===== config.mk =====
export PLATFORM = sky130hd
export DESIGN_NAME = wdf_wakeup
export DESIGN_NICKNAME = d
export VERILOG_FILES = /design/src/wdf_pkg.sv /design/src/wdf_filter.sv /design/src/wdf_wakeup.sv
export SDC_FILE = /design/constraint.sdc
export NUM_CORES = 1
export LEC_CHECK = 0
export ABC_AREA = 1
export BUFFER_PORTS_ARGS = -buffer_cell sky130_fd_sc_hd__buf_2
export CAP_MARGIN = 30
export CORE_AREA = 8 8 66 68
export CTS_CLUSTER_SIZE = 10
export DETAILED_ROUTE_END_ITERATION = 7
export DIE_AREA = 0 0 74 76
export PLACE_DENSITY = 0.9
export SYNTH_ARGS = -nofsm -noshare
export SYNTH_HDL_FRONTEND = slang
export SYNTH_SLANG_ARGS = --single-unit

===== constraint.sdc =====
create_clock -name clk_sys_i -period 2.6 [get_ports clk_sys_i]
set_input_delay 0.26 -clock clk_sys_i [delete_from_list [all_inputs] [get_ports clk_sys_i]]
set_output_delay 0.26 -clock clk_sys_i [all_outputs]
set_load 0.05 [all_outputs]

===== src/wdf_pkg.sv =====
// Package for the wakeup detect and flag signalling block.
// Assumes a 40 MHz system clock; all filter times are counted in its cycles.
package wdf_pkg;

	// Timebase
	localparam int CLK_MHZ = 40;
	// Bus phase threshold in microseconds, least time so rounded up
	localparam int BUS_PHASE_US = 5;
	localparam int BUS_PHASE_CYC = BUS_PHASE_US * CLK_MHZ;
	// Local trigger filter time in microseconds, plain default
	localparam int WAKE_FILT_US = 50;
	localparam int WAKE_FILT_CYC = WAKE_FILT_US * CLK_MHZ;
	// Counter width covers both counts
	localparam int CNT_W = 12;

	// Reset values
	localparam logic WAKE_FLAG_RST = 1'b0;
	localparam logic BIAS_RST = 1'b0;

	// Operating modes as decoded from the two mode inputs
	typedef enum logic [2:0] {
		WDF_MODE_NORMAL,
		WDF_MODE_LISTEN,
		WDF_MODE_SLEEP_REQ,
		WDF_MODE_STANDBY,
		WDF_MODE_SLEEP
	} wdf_mode_t;

	// Supply monitor inputs
	typedef struct packed {
		logic transceiver_rail_ok;
		logic io_rail_ok;
		logic battery_rail_uv;
	} wdf_supply_t;

	// Other status flags shown on the fault status pin
	typedef struct packed {
		logic pwon;
		logic wake_src_local;
		logic bus_failure;
		logic local_failure;
	} wdf_flags_t;

endpackage : wdf_pkg


===== src/wdf_filter.sv =====
// Time filter: output follows input once it has held a new level long enough.
// Assumes the input is already synchronised to clk_sys_i.
`timescale 1ns/1ps
module wdf_filter
	import wdf_pkg::*;
#(
	parameter logic [CNT_W-1:0] HOLD_CYC = CNT_W'(WAKE_FILT_CYC)
) (
	input wire logic clk_sys_i,
	input wire logic sys_rst_i,
	input wire logic level_i,
	output logic level_o,
	output logic change_o
);

	logic [CNT_W-1:0] count;
	logic [CNT_W-1:0] next_count;
	logic next_level_o;

	// Count while the input differs from the filtered level
	always_comb begin
		next_count = '0;
		next_level_o = level_o;
		change_o = 1'b0;
		if (level_i != level_o) begin
			if (count >= HOLD_CYC - CNT_W'(1)) begin
				next_level_o = level_i;
				change_o = 1'b1;
			end else begin
				next_count = count + CNT_W'(1);
			end
		end
	end

	always_ff @(posedge clk_sys_i or posedge sys_rst_i) begin
		if (sys_rst_i) begin
			count <= '0;
			level_o <= BIAS_RST;
		end else begin
			count <= next_count;
			level_o <= next_level_o;
		end
	end

endmodule : wdf_filter


===== src/wdf_wakeup.sv =====
// Wakeup detection and flag signalling for a CAN transceiver.
// Assumes modes decoded elsewhere; pins and supply monitors are asynchronous.
//
// Overview of operation
// Bus or local pin wakes set flag
// Single pattern: dominant 5 us wakes
// Enhanced: two dominant-recessive 5 us pairs
// Parameter selects single or two-phase pattern
// Filtered local pin level change wakes
// Bias follows filtered local pin level
// Low pulse wakes and biases to ground
// Five flags share the fault pin
// Mode and history select the shown flag
// Host waits 10 us before sampling
// Flag set only in low-power modes
// Fault pin low while flag set
// Normal entry or battery undervoltage clears
// Set flag blocks sleep entry
// Receive pin shows flag, active low
// Host drives mode-control inputs
// Fault pin is push-pull
// Filter times counted in clock cycles
`timescale 1ns/1ps
module wdf_wakeup
	import wdf_pkg::*;
#(
	parameter bit ENHANCED_PATTERN = 1'b0
) (
	input wire logic clk_sys_i,
	input wire logic sys_rst_i,
	input wire logic bus_dominant_i,
	input wire logic local_wake_i,
	input wire wdf_mode_t mode_i,
	input wire logic sleep_request_mode_i,
	input wire wdf_supply_t supply_i,
	input wire wdf_flags_t flags_i,
	input wire logic rx_data_i,
	output logic wake_flag_o,
	output logic sleep_allowed_o,
	output logic local_bias_high_o,
	output logic fault_status_pin_o,
	output logic fault_status_pin_oe_o,
	output logic rx_data_o
);

	localparam logic [CNT_W-1:0] PHASE_CYC = CNT_W'(BUS_PHASE_CYC);

	typedef enum logic [2:0] {
		WDF_BUS_IDLE,
		WDF_BUS_DOM1,
		WDF_BUS_REC1,
		WDF_BUS_DOM2,
		WDF_BUS_REC2
	} wdf_bus_st_t;

	// Two-flop synchronisers; stage one feeds only stage two
	logic [2:0] sync_a;
	logic [2:0] sync_b;
	logic bus_dom;
	logic wake_pin;
	logic uv;
	always_ff @(posedge clk_sys_i or posedge sys_rst_i) begin
		if (sys_rst_i) begin
			sync_a <= 3'h0;
			sync_b <= 3'h0;
		end else begin
			sync_a <= {supply_i.battery_rail_uv, local_wake_i, bus_dominant_i};
			sync_b <= sync_a;
		end
	end
	assign bus_dom = sync_b[0];
	assign wake_pin = sync_b[1];
	assign uv = sync_b[2];

	// Low-power modes are where wake events count
	function automatic logic low_power(input wdf_mode_t m);
		low_power = (m == WDF_MODE_SLEEP) || (m == WDF_MODE_STANDBY) ||
			(m == WDF_MODE_SLEEP_REQ);
	endfunction : low_power

	// Local trigger filter; bias tracks the filtered level
	logic pin_change;
	wdf_filter #(
		.HOLD_CYC(CNT_W'(WAKE_FILT_CYC))
	) u_filter (
		.clk_sys_i(clk_sys_i),
		.sys_rst_i(sys_rst_i),
		.level_i(wake_pin),
		.level_o(local_bias_high_o), // see R6
		.change_o(pin_change)
	);
	logic local_wake;
	assign local_wake = pin_change; // see R5

	// Bus pattern detector
	wdf_bus_st_t bus_st;
	wdf_bus_st_t next_bus_st;
	logic [CNT_W-1:0] phase_cnt;
	logic [CNT_W-1:0] next_phase_cnt;
	logic bus_wake;
	logic phase_done;
	assign phase_done = (phase_cnt >= PHASE_CYC - CNT_W'(1));

	// Count each phase; a too-short phase restarts the pattern
	always_comb begin
		next_bus_st = bus_st;
		next_phase_cnt = phase_cnt;
		bus_wake = 1'b0;
		unique case (bus_st)
			WDF_BUS_IDLE: begin
				next_phase_cnt = '0;
				if (bus_dom) begin
					next_bus_st = WDF_BUS_DOM1;
				end
			end
			WDF_BUS_DOM1, WDF_BUS_DOM2: begin
				if (!bus_dom) begin
					next_phase_cnt = '0;
					next_bus_st = WDF_BUS_IDLE;
					if (phase_cnt == PHASE_CYC) begin
						next_bus_st = (bus_st == WDF_BUS_DOM1) ? WDF_BUS_REC1 : WDF_BUS_REC2;
					end
				end else if (!phase_done) begin
					next_phase_cnt = phase_cnt + CNT_W'(1);
				end else if (phase_cnt != PHASE_CYC) begin
					next_phase_cnt = PHASE_CYC;
					if (!ENHANCED_PATTERN) begin
						bus_wake = 1'b1;
						next_bus_st = WDF_BUS_IDLE;
					end
				end
			end
			WDF_BUS_REC1, WDF_BUS_REC2: begin
				if (bus_dom) begin
					next_phase_cnt = '0;
					next_bus_st = WDF_BUS_DOM1;
					if (phase_cnt == PHASE_CYC && bus_st == WDF_BUS_REC1) begin
						next_bus_st = WDF_BUS_DOM2;
					end
				end else if (!phase_done) begin
					next_phase_cnt = phase_cnt + CNT_W'(1);
				end else begin
					next_phase_cnt = PHASE_CYC;
					if (bus_st == WDF_BUS_REC2) begin
						bus_wake = 1'b1;
						next_bus_st = WDF_BUS_IDLE;
					end
				end
			end
		endcase
	end

	always_ff @(posedge clk_sys_i or posedge sys_rst_i) begin
		if (sys_rst_i) begin
			bus_st <= WDF_BUS_IDLE;
			phase_cnt <= '0;
		end else begin
			bus_st <= next_bus_st;
			phase_cnt <= next_phase_cnt;
		end
	end

	// Wakeup flag; a wake in an undervoltage clearing cycle wins so no event is lost,
	// but a held undervoltage clears it again on the next cycle
	logic next_wake_flag;
	always_comb begin
		next_wake_flag = wake_flag_o;
		if (uv || mode_i == WDF_MODE_NORMAL) begin
			next_wake_flag = 1'b0;
		end
		if ((bus_wake || local_wake) && low_power(mode_i)) begin
			next_wake_flag = 1'b1; // see R1
		end
	end

	always_ff @(posedge clk_sys_i or posedge sys_rst_i) begin
		if (sys_rst_i) begin
			wake_flag_o <= WAKE_FLAG_RST;
		end else begin
			wake_flag_o <= next_wake_flag;
		end
	end

	// Sleep blocked while flag or power-on flag is set
	assign sleep_allowed_o = sleep_request_mode_i && !wake_flag_o && !flags_i.pwon;

	// Previous mode keeps the history needed to choose the shown flag
	wdf_mode_t prev_mode;
	wdf_mode_t next_prev_mode;
	logic next_fault;
	logic next_rx;
	logic fault_q;
	logic rx_q;
	logic rails_ok;
	assign rails_ok = supply_i.transceiver_rail_ok && supply_i.io_rail_ok;

	// Flag selection by mode and history; pin levels are active low
	always_comb begin
		next_prev_mode = prev_mode;
		if (mode_i != WDF_MODE_LISTEN) begin
			next_prev_mode = mode_i;
		end
		next_fault = 1'b1;
		next_rx = rx_data_i;
		unique case (mode_i)
			WDF_MODE_NORMAL: begin
				next_fault = !(flags_i.bus_failure || flags_i.wake_src_local); // see R8
			end
			WDF_MODE_LISTEN: begin
				if (prev_mode == WDF_MODE_NORMAL) begin
					next_fault = !flags_i.local_failure;
				end else begin
					next_fault = !flags_i.pwon;
				end
			end
			WDF_MODE_SLEEP_REQ, WDF_MODE_STANDBY, WDF_MODE_SLEEP: begin
				next_fault = !wake_flag_o;
				next_rx = !wake_flag_o;
			end
			default: begin
				next_fault = 1'b1; // Illegal mode code shows no flag
			end
		endcase
	end

	always_ff @(posedge clk_sys_i or posedge sys_rst_i) begin
		if (sys_rst_i) begin
			prev_mode <= WDF_MODE_NORMAL;
			fault_q <= 1'b1;
			rx_q <= 1'b1;
		end else begin
			prev_mode <= next_prev_mode;
			fault_q <= next_fault;
			rx_q <= next_rx;
		end
	end

	// Push-pull: always driven while rails are present
	assign fault_status_pin_o = fault_q;
	assign fault_status_pin_oe_o = rails_ok || !low_power(mode_i);
	assign rx_data_o = rx_q;

	// Check helpers: saturating run lengths of the synchronised bus level
	logic [CNT_W-1:0] dom_run;
	logic [CNT_W-1:0] rec_run;
	logic [CNT_W-1:0] next_dom_run;
	logic [CNT_W-1:0] next_rec_run;
	always_comb begin
		next_dom_run = '0;
		next_rec_run = '0;
		if (bus_dom) begin
			next_dom_run = (dom_run == PHASE_CYC) ? dom_run : dom_run + CNT_W'(1);
		end else begin
			next_rec_run = (rec_run == PHASE_CYC) ? rec_run : rec_run + CNT_W'(1);
		end
	end

	// Run lengths registered; they only feed the checks below
	always_ff @(posedge clk_sys_i or posedge sys_rst_i) begin
		if (sys_rst_i) begin
			dom_run <= '0;
			rec_run <= '0;
		end else begin
			dom_run <= next_dom_run;
			rec_run <= next_rec_run;
		end
	end

	// Checks; each is held off while reset is applied
	chk_flag_set_lp: assert property (@(posedge clk_sys_i)
		disable iff (sys_rst_i) $rose(wake_flag_o) |-> $past(low_power(mode_i)))
		else $error("wake flag set outside low-power mode");
	chk_flag_clear_norm: assert property (@(posedge clk_sys_i)
		disable iff (sys_rst_i) (mode_i == WDF_MODE_NORMAL) |=> !wake_flag_o)
		else $error("wake flag not cleared in normal mode");
	chk_sleep_blocked: assert property (@(posedge clk_sys_i)
		disable iff (sys_rst_i) wake_flag_o |-> !sleep_allowed_o)
		else $error("sleep allowed with wake flag set");
	chk_fault_pin_lp: assert property (@(posedge clk_sys_i)
		disable iff (sys_rst_i) low_power(mode_i) |=> (fault_q == !$past(wake_flag_o)))
		else $error("fault pin does not show wake flag");
	chk_rx_pin_lp: assert property (@(posedge clk_sys_i)
		disable iff (sys_rst_i) (low_power(mode_i) && wake_flag_o) |=> !rx_q)
		else $error("receive pin not low with wake flag");
	chk_bus_wake_set: assert property (@(posedge clk_sys_i)
		disable iff (sys_rst_i) (bus_wake && low_power(mode_i)) |=> wake_flag_o)
		else $error("bus wake did not set flag");
	chk_local_wake_set: assert property (@(posedge clk_sys_i)
		disable iff (sys_rst_i) (local_wake && low_power(mode_i)) |=> wake_flag_o)
		else $error("local wake did not set flag");
	chk_bias_follow: assert property (@(posedge clk_sys_i)
		disable iff (sys_rst_i) local_wake |=> (local_bias_high_o == $past(wake_pin)))
		else $error("bias does not follow filtered level");
	chk_bus_min_time: assert property (@(posedge clk_sys_i)
		disable iff (sys_rst_i) (bus_wake && !ENHANCED_PATTERN) |-> (dom_run == PHASE_CYC))
		else $error("bus wake before dominant time");
	chk_enh_rec_time: assert property (@(posedge clk_sys_i)
		disable iff (sys_rst_i) (bus_wake && ENHANCED_PATTERN) |-> (rec_run == PHASE_CYC))
		else $error("two-phase wake before recessive time");
	chk_uv_clears: assert property (@(posedge clk_sys_i)
		disable iff (sys_rst_i) (uv && !bus_wake && !local_wake) |=> !wake_flag_o)
		else $error("wake flag not cleared by undervoltage");
	chk_listen_holds: assert property (@(posedge clk_sys_i)
		disable iff (sys_rst_i) (mode_i == WDF_MODE_LISTEN && !uv) |=> $stable(wake_flag_o))
		else $error("wake flag changed in listen mode");

endmodule : wdf_wakeup


==> summary.txt <==
STA
  – Final-report hold violation count: 0
  – Min Clock Period, post-route: 1512 ps
  – Pins Over Slew Limit: 0
  – Period Utilization, post-route: 0.5815
  – Final Setup Violations: 0
  – Max Freq: 661.4 MHz
  – RSZ-0062 raised after global routing: no
  – Setup TNS: 0 ps
  – Layout Skew: 5.817 ps

Detailed routing
  – Routed WL: between 3000 and 4000 µm
  – DRC viols: 0
  – DR vias: 1537
  – Vias per inst: 4.879
  – Post-DR wirelength/cell: around 11 µm
  – Antenna Nets Post-Route: 0
  – Pre-Repair DR Iteration Count: 4
  – Starting DRT DRC Count: 65

Setup path
  – CP max FO: 8
  – Critical path's slowest cell: dfrtp_1
  – Crit-path cells: inv_1, ha_1, nand2_1, nor2_2, nand4_4, nand2_1, inv_2, nand2_1, nand2_1
  – Most used cell, CP: nand2_1
  – Kind of critical path: register to register
  – Setup crit end kind: register
  – Worst endpoint required time: roughly 2800 ps
  – CP Data Arrival Time: 1750 ps
  – Startpoint Class: register
  – CP max stage delay: 410 ps

Logic synthesis
  – Part of the Yosys area used for sequential elements: 0.5099
  – Yosys cell types: 32
  – Syn Inst Count: 231
  – Mean instance size in the synthesized netlist: 8.520 µm²
  – Ys Warns: 0
  – Synth Register Bits: 40
  – Synthesized area: about 2000 µm²

Placement
  – DP HPWL: 2776 µm
  – Gpl congestion: 0.8553
  – Port Buffers: 21
  – DP Area: 2145 µm²

Floorplan
  – Die footprint: 5624 µm²
  – Die X: 74 µm
  – # IOs: 22
  – # rows: 22
  – Die Span Y: 76 µm
  – Initial core utilization: 0.5720
  – Core area: 3441 µm²

Clocking
  – Post-CTS setup buffers: 0
  – # clock sinks: 40
  – Reg clk slew, reported paths: about 110 ps
  – Clk Tree Root Cell: clkbuf_4
  – CTS tree: yes
  – H-Tree Depth: 2
  – TritonCTS buffer count: 5
  – Clock Latency Late Sink: 350 ps
  – CTS max path bufs: 2

Power and ir drop
  – Pwr dens: 647.2 nW/µm²
  – Maximum VDD drop: 0.0004789 V
  – LEAKAGE: 1.195 nW
  – Total Power: around 1.5 mW

GRT
  – Gr usage total: 0.1492
  – GR Overflow Total: 0
  – Antenna violations before repair: 0
  – Largest net degree at the start of global routing: 41
  – Vias in the first global route: 1645
  – Global-route wire length before repair: 6637 µm

Cells and area
  – Post-route core utilization: 0.6596
  – Fin area: 2270 µm²
  – Syn-to-layout area delta: 15.32%
  – Inserted Diodes: 0
  – Final net count: 285
  – Share of layout cells above drive strength 1: 0.2247

Outcome
  – Status: finished, final reports clean

Job
  – Max-cap viol count: 0

Hold path
  – Worst min path class: input pin to asynchronous set/reset pin
cells in the mapped netlist:
cell type / instances / area share
or3_1: 1 / 0.0032
dfrtp_1: 38 / 0.48
a21oi_1: 5 / 0.013
inv_2: 12 / 0.023
and3_1: 1 / 0.0032
ha_1: 3 / 0.019
nor2_8: 1 / 0.010
xnor2_1: 2 / 0.0089
a21oi_2: 1 / 0.0045
nor2_1: 26 / 0.050
nor2_4: 2 / 0.011
or2_2: 1 / 0.0032
nand4_4: 1 / 0.011
dfstp_2: 2 / 0.027
nor3_1: 3 / 0.0076
nor2_2: 2 / 0.0064
xor2_1: 5 / 0.022
o21ai_0: 8 / 0.020
nand3b_1: 3 / 0.011
nand2_2: 5 / 0.016
buf_6: 1 / 0.0057
o31ai_1: 1 / 0.0038
nor3b_1: 1 / 0.0038
nand4_1: 5 / 0.016
nand3_1: 14 / 0.036
nor3_4: 1 / 0.0083
conb_1: 1 / 0.0019
nand2_4: 1 / 0.0057
nand2_1: 54 / 0.10
o21ai_1: 2 / 0.0051
inv_1: 27 / 0.051
nor3b_2: 1 / 0.0064
state kept, by name, indices dropped and copies added, names as in the netlist:
register and flops:
sync_a 3, prev_mode 3, u_filter.level_o 1, u_filter.count 12
phase_cnt 12, fault_status_pin_o 1, bus_st 3, wake_flag_o 1
sync_b 3, rx_data_o 1
final timing paths:
path / start / end / slack, ps / cells past startpoint
worst max-delay path: phase_cnt[1] / phase_cnt[3] / 1090 / 9
worst min-delay path: sys_rst_i / u_filter.count[9] / 6 / 3
worst max register to register: phase_cnt[1] / phase_cnt[3] / 1090 / 9
worst min register to register: sync_a[0] / sync_b[0] / 360 / 0
max in group asynchronous: sys_rst_i / fault_status_pin_o / 2230 / 3
min in group clk_sys_i: rx_data_i / rx_data_o / 130 / 3
cells by family (layout without fill, tap and decap cells):
group / after synthesis / in the layout / synth area share
buf+inv: 40 / 72 / 0.08010
compound gates: 17 / 17 / 0.04641
other cells: 1 / 5 / 0.001905
xor+xnor: 7 / 7 / 0.03115
simple gates: 123 / 123 / 0.3115
flops: 40 / 40 / 0.5099
fa+ha+maj: 3 / 3 / 0.01907
metrics by stage:
| stage | worst slack (ps) | hold slack (ps) | instances |
|---|---|---|---|
| final | 1088 | 6.298 | 315 |
| after global placement | 1167 | 333.5 | 304 |
| after floorplan | 950.8 | 291.4 | 235 |
| after CTS | 1073 | 4.795 | 315 |
| after detailed placement | 1103 | 338.1 | 304 |
| after global routing | 945.2 | 39.00 | 315 |
routing by layer:
layer | wire length, µm | GRT usage | part of all wire
met1 | 1555 | 0.1601 | 0.43
met2 | 1836 | 0.2500 | 0.51
met3 | 106 | 0.04342 | 0.029
met4 | 102 | 0.08400 | 0.028
met5 | 0 | 0 | 0
cells in the final DEF (no fill, tap or decap), types with 2 or more instances in the layout:
cell / instances
clkbuf_4: 5
nand2_1: 54
inv_1: 27
conb_1: 5
nor2_1: 26
dfstp_2: 2
nor2_2: 2
nor2_4: 2
xnor2_1: 2
nand3b_1: 3
ha_1: 3
clkbuf_8: 2
dlygate4sd3_1: 3
o21ai_0: 8
nand3_1: 14
xor2_1: 5
nand4_1: 5
inv_2: 12
a21oi_1: 5
buf_2: 21
nor3_1: 3
dfrtp_1: 38
nand2_2: 5
o21ai_1: 2
report_power, final:
part	total, mW	switching, mW	internal [mW]
logic	0.304	0.209	0.0955
clock network	0.452	0.197	0.255
registers	0.713	0.0368	0.676
worst max-delay path, delay by kind of cell (launching register included):
kind	cells	cell delay [ps]
buf+inv	2	180
flops	1	410
fa+ha+maj	1	170
simple gates	6	640
what timing repair did:
| item | 4_1_cts | 5_1_grt |
|---|---|---|
| gates resized for setup | 0 | 0 |
| hold endpoints to repair | 3 | 0 |
| hold buffers | 3 | 0 |
final cells by class:
class                           instances  area (µm²)
Tap cell                               48       60.06
Timing Repair Buffer                   25       142.6
Fill cell                             286        1171
Sequential cell                        40        1003
Multi-Input combinational cell        155       822.0
Clock buffer                            7       65.06
Inverter                               39       146.4
Clock inverter                          1       30.03
Power figures use the tool's default switching activity.
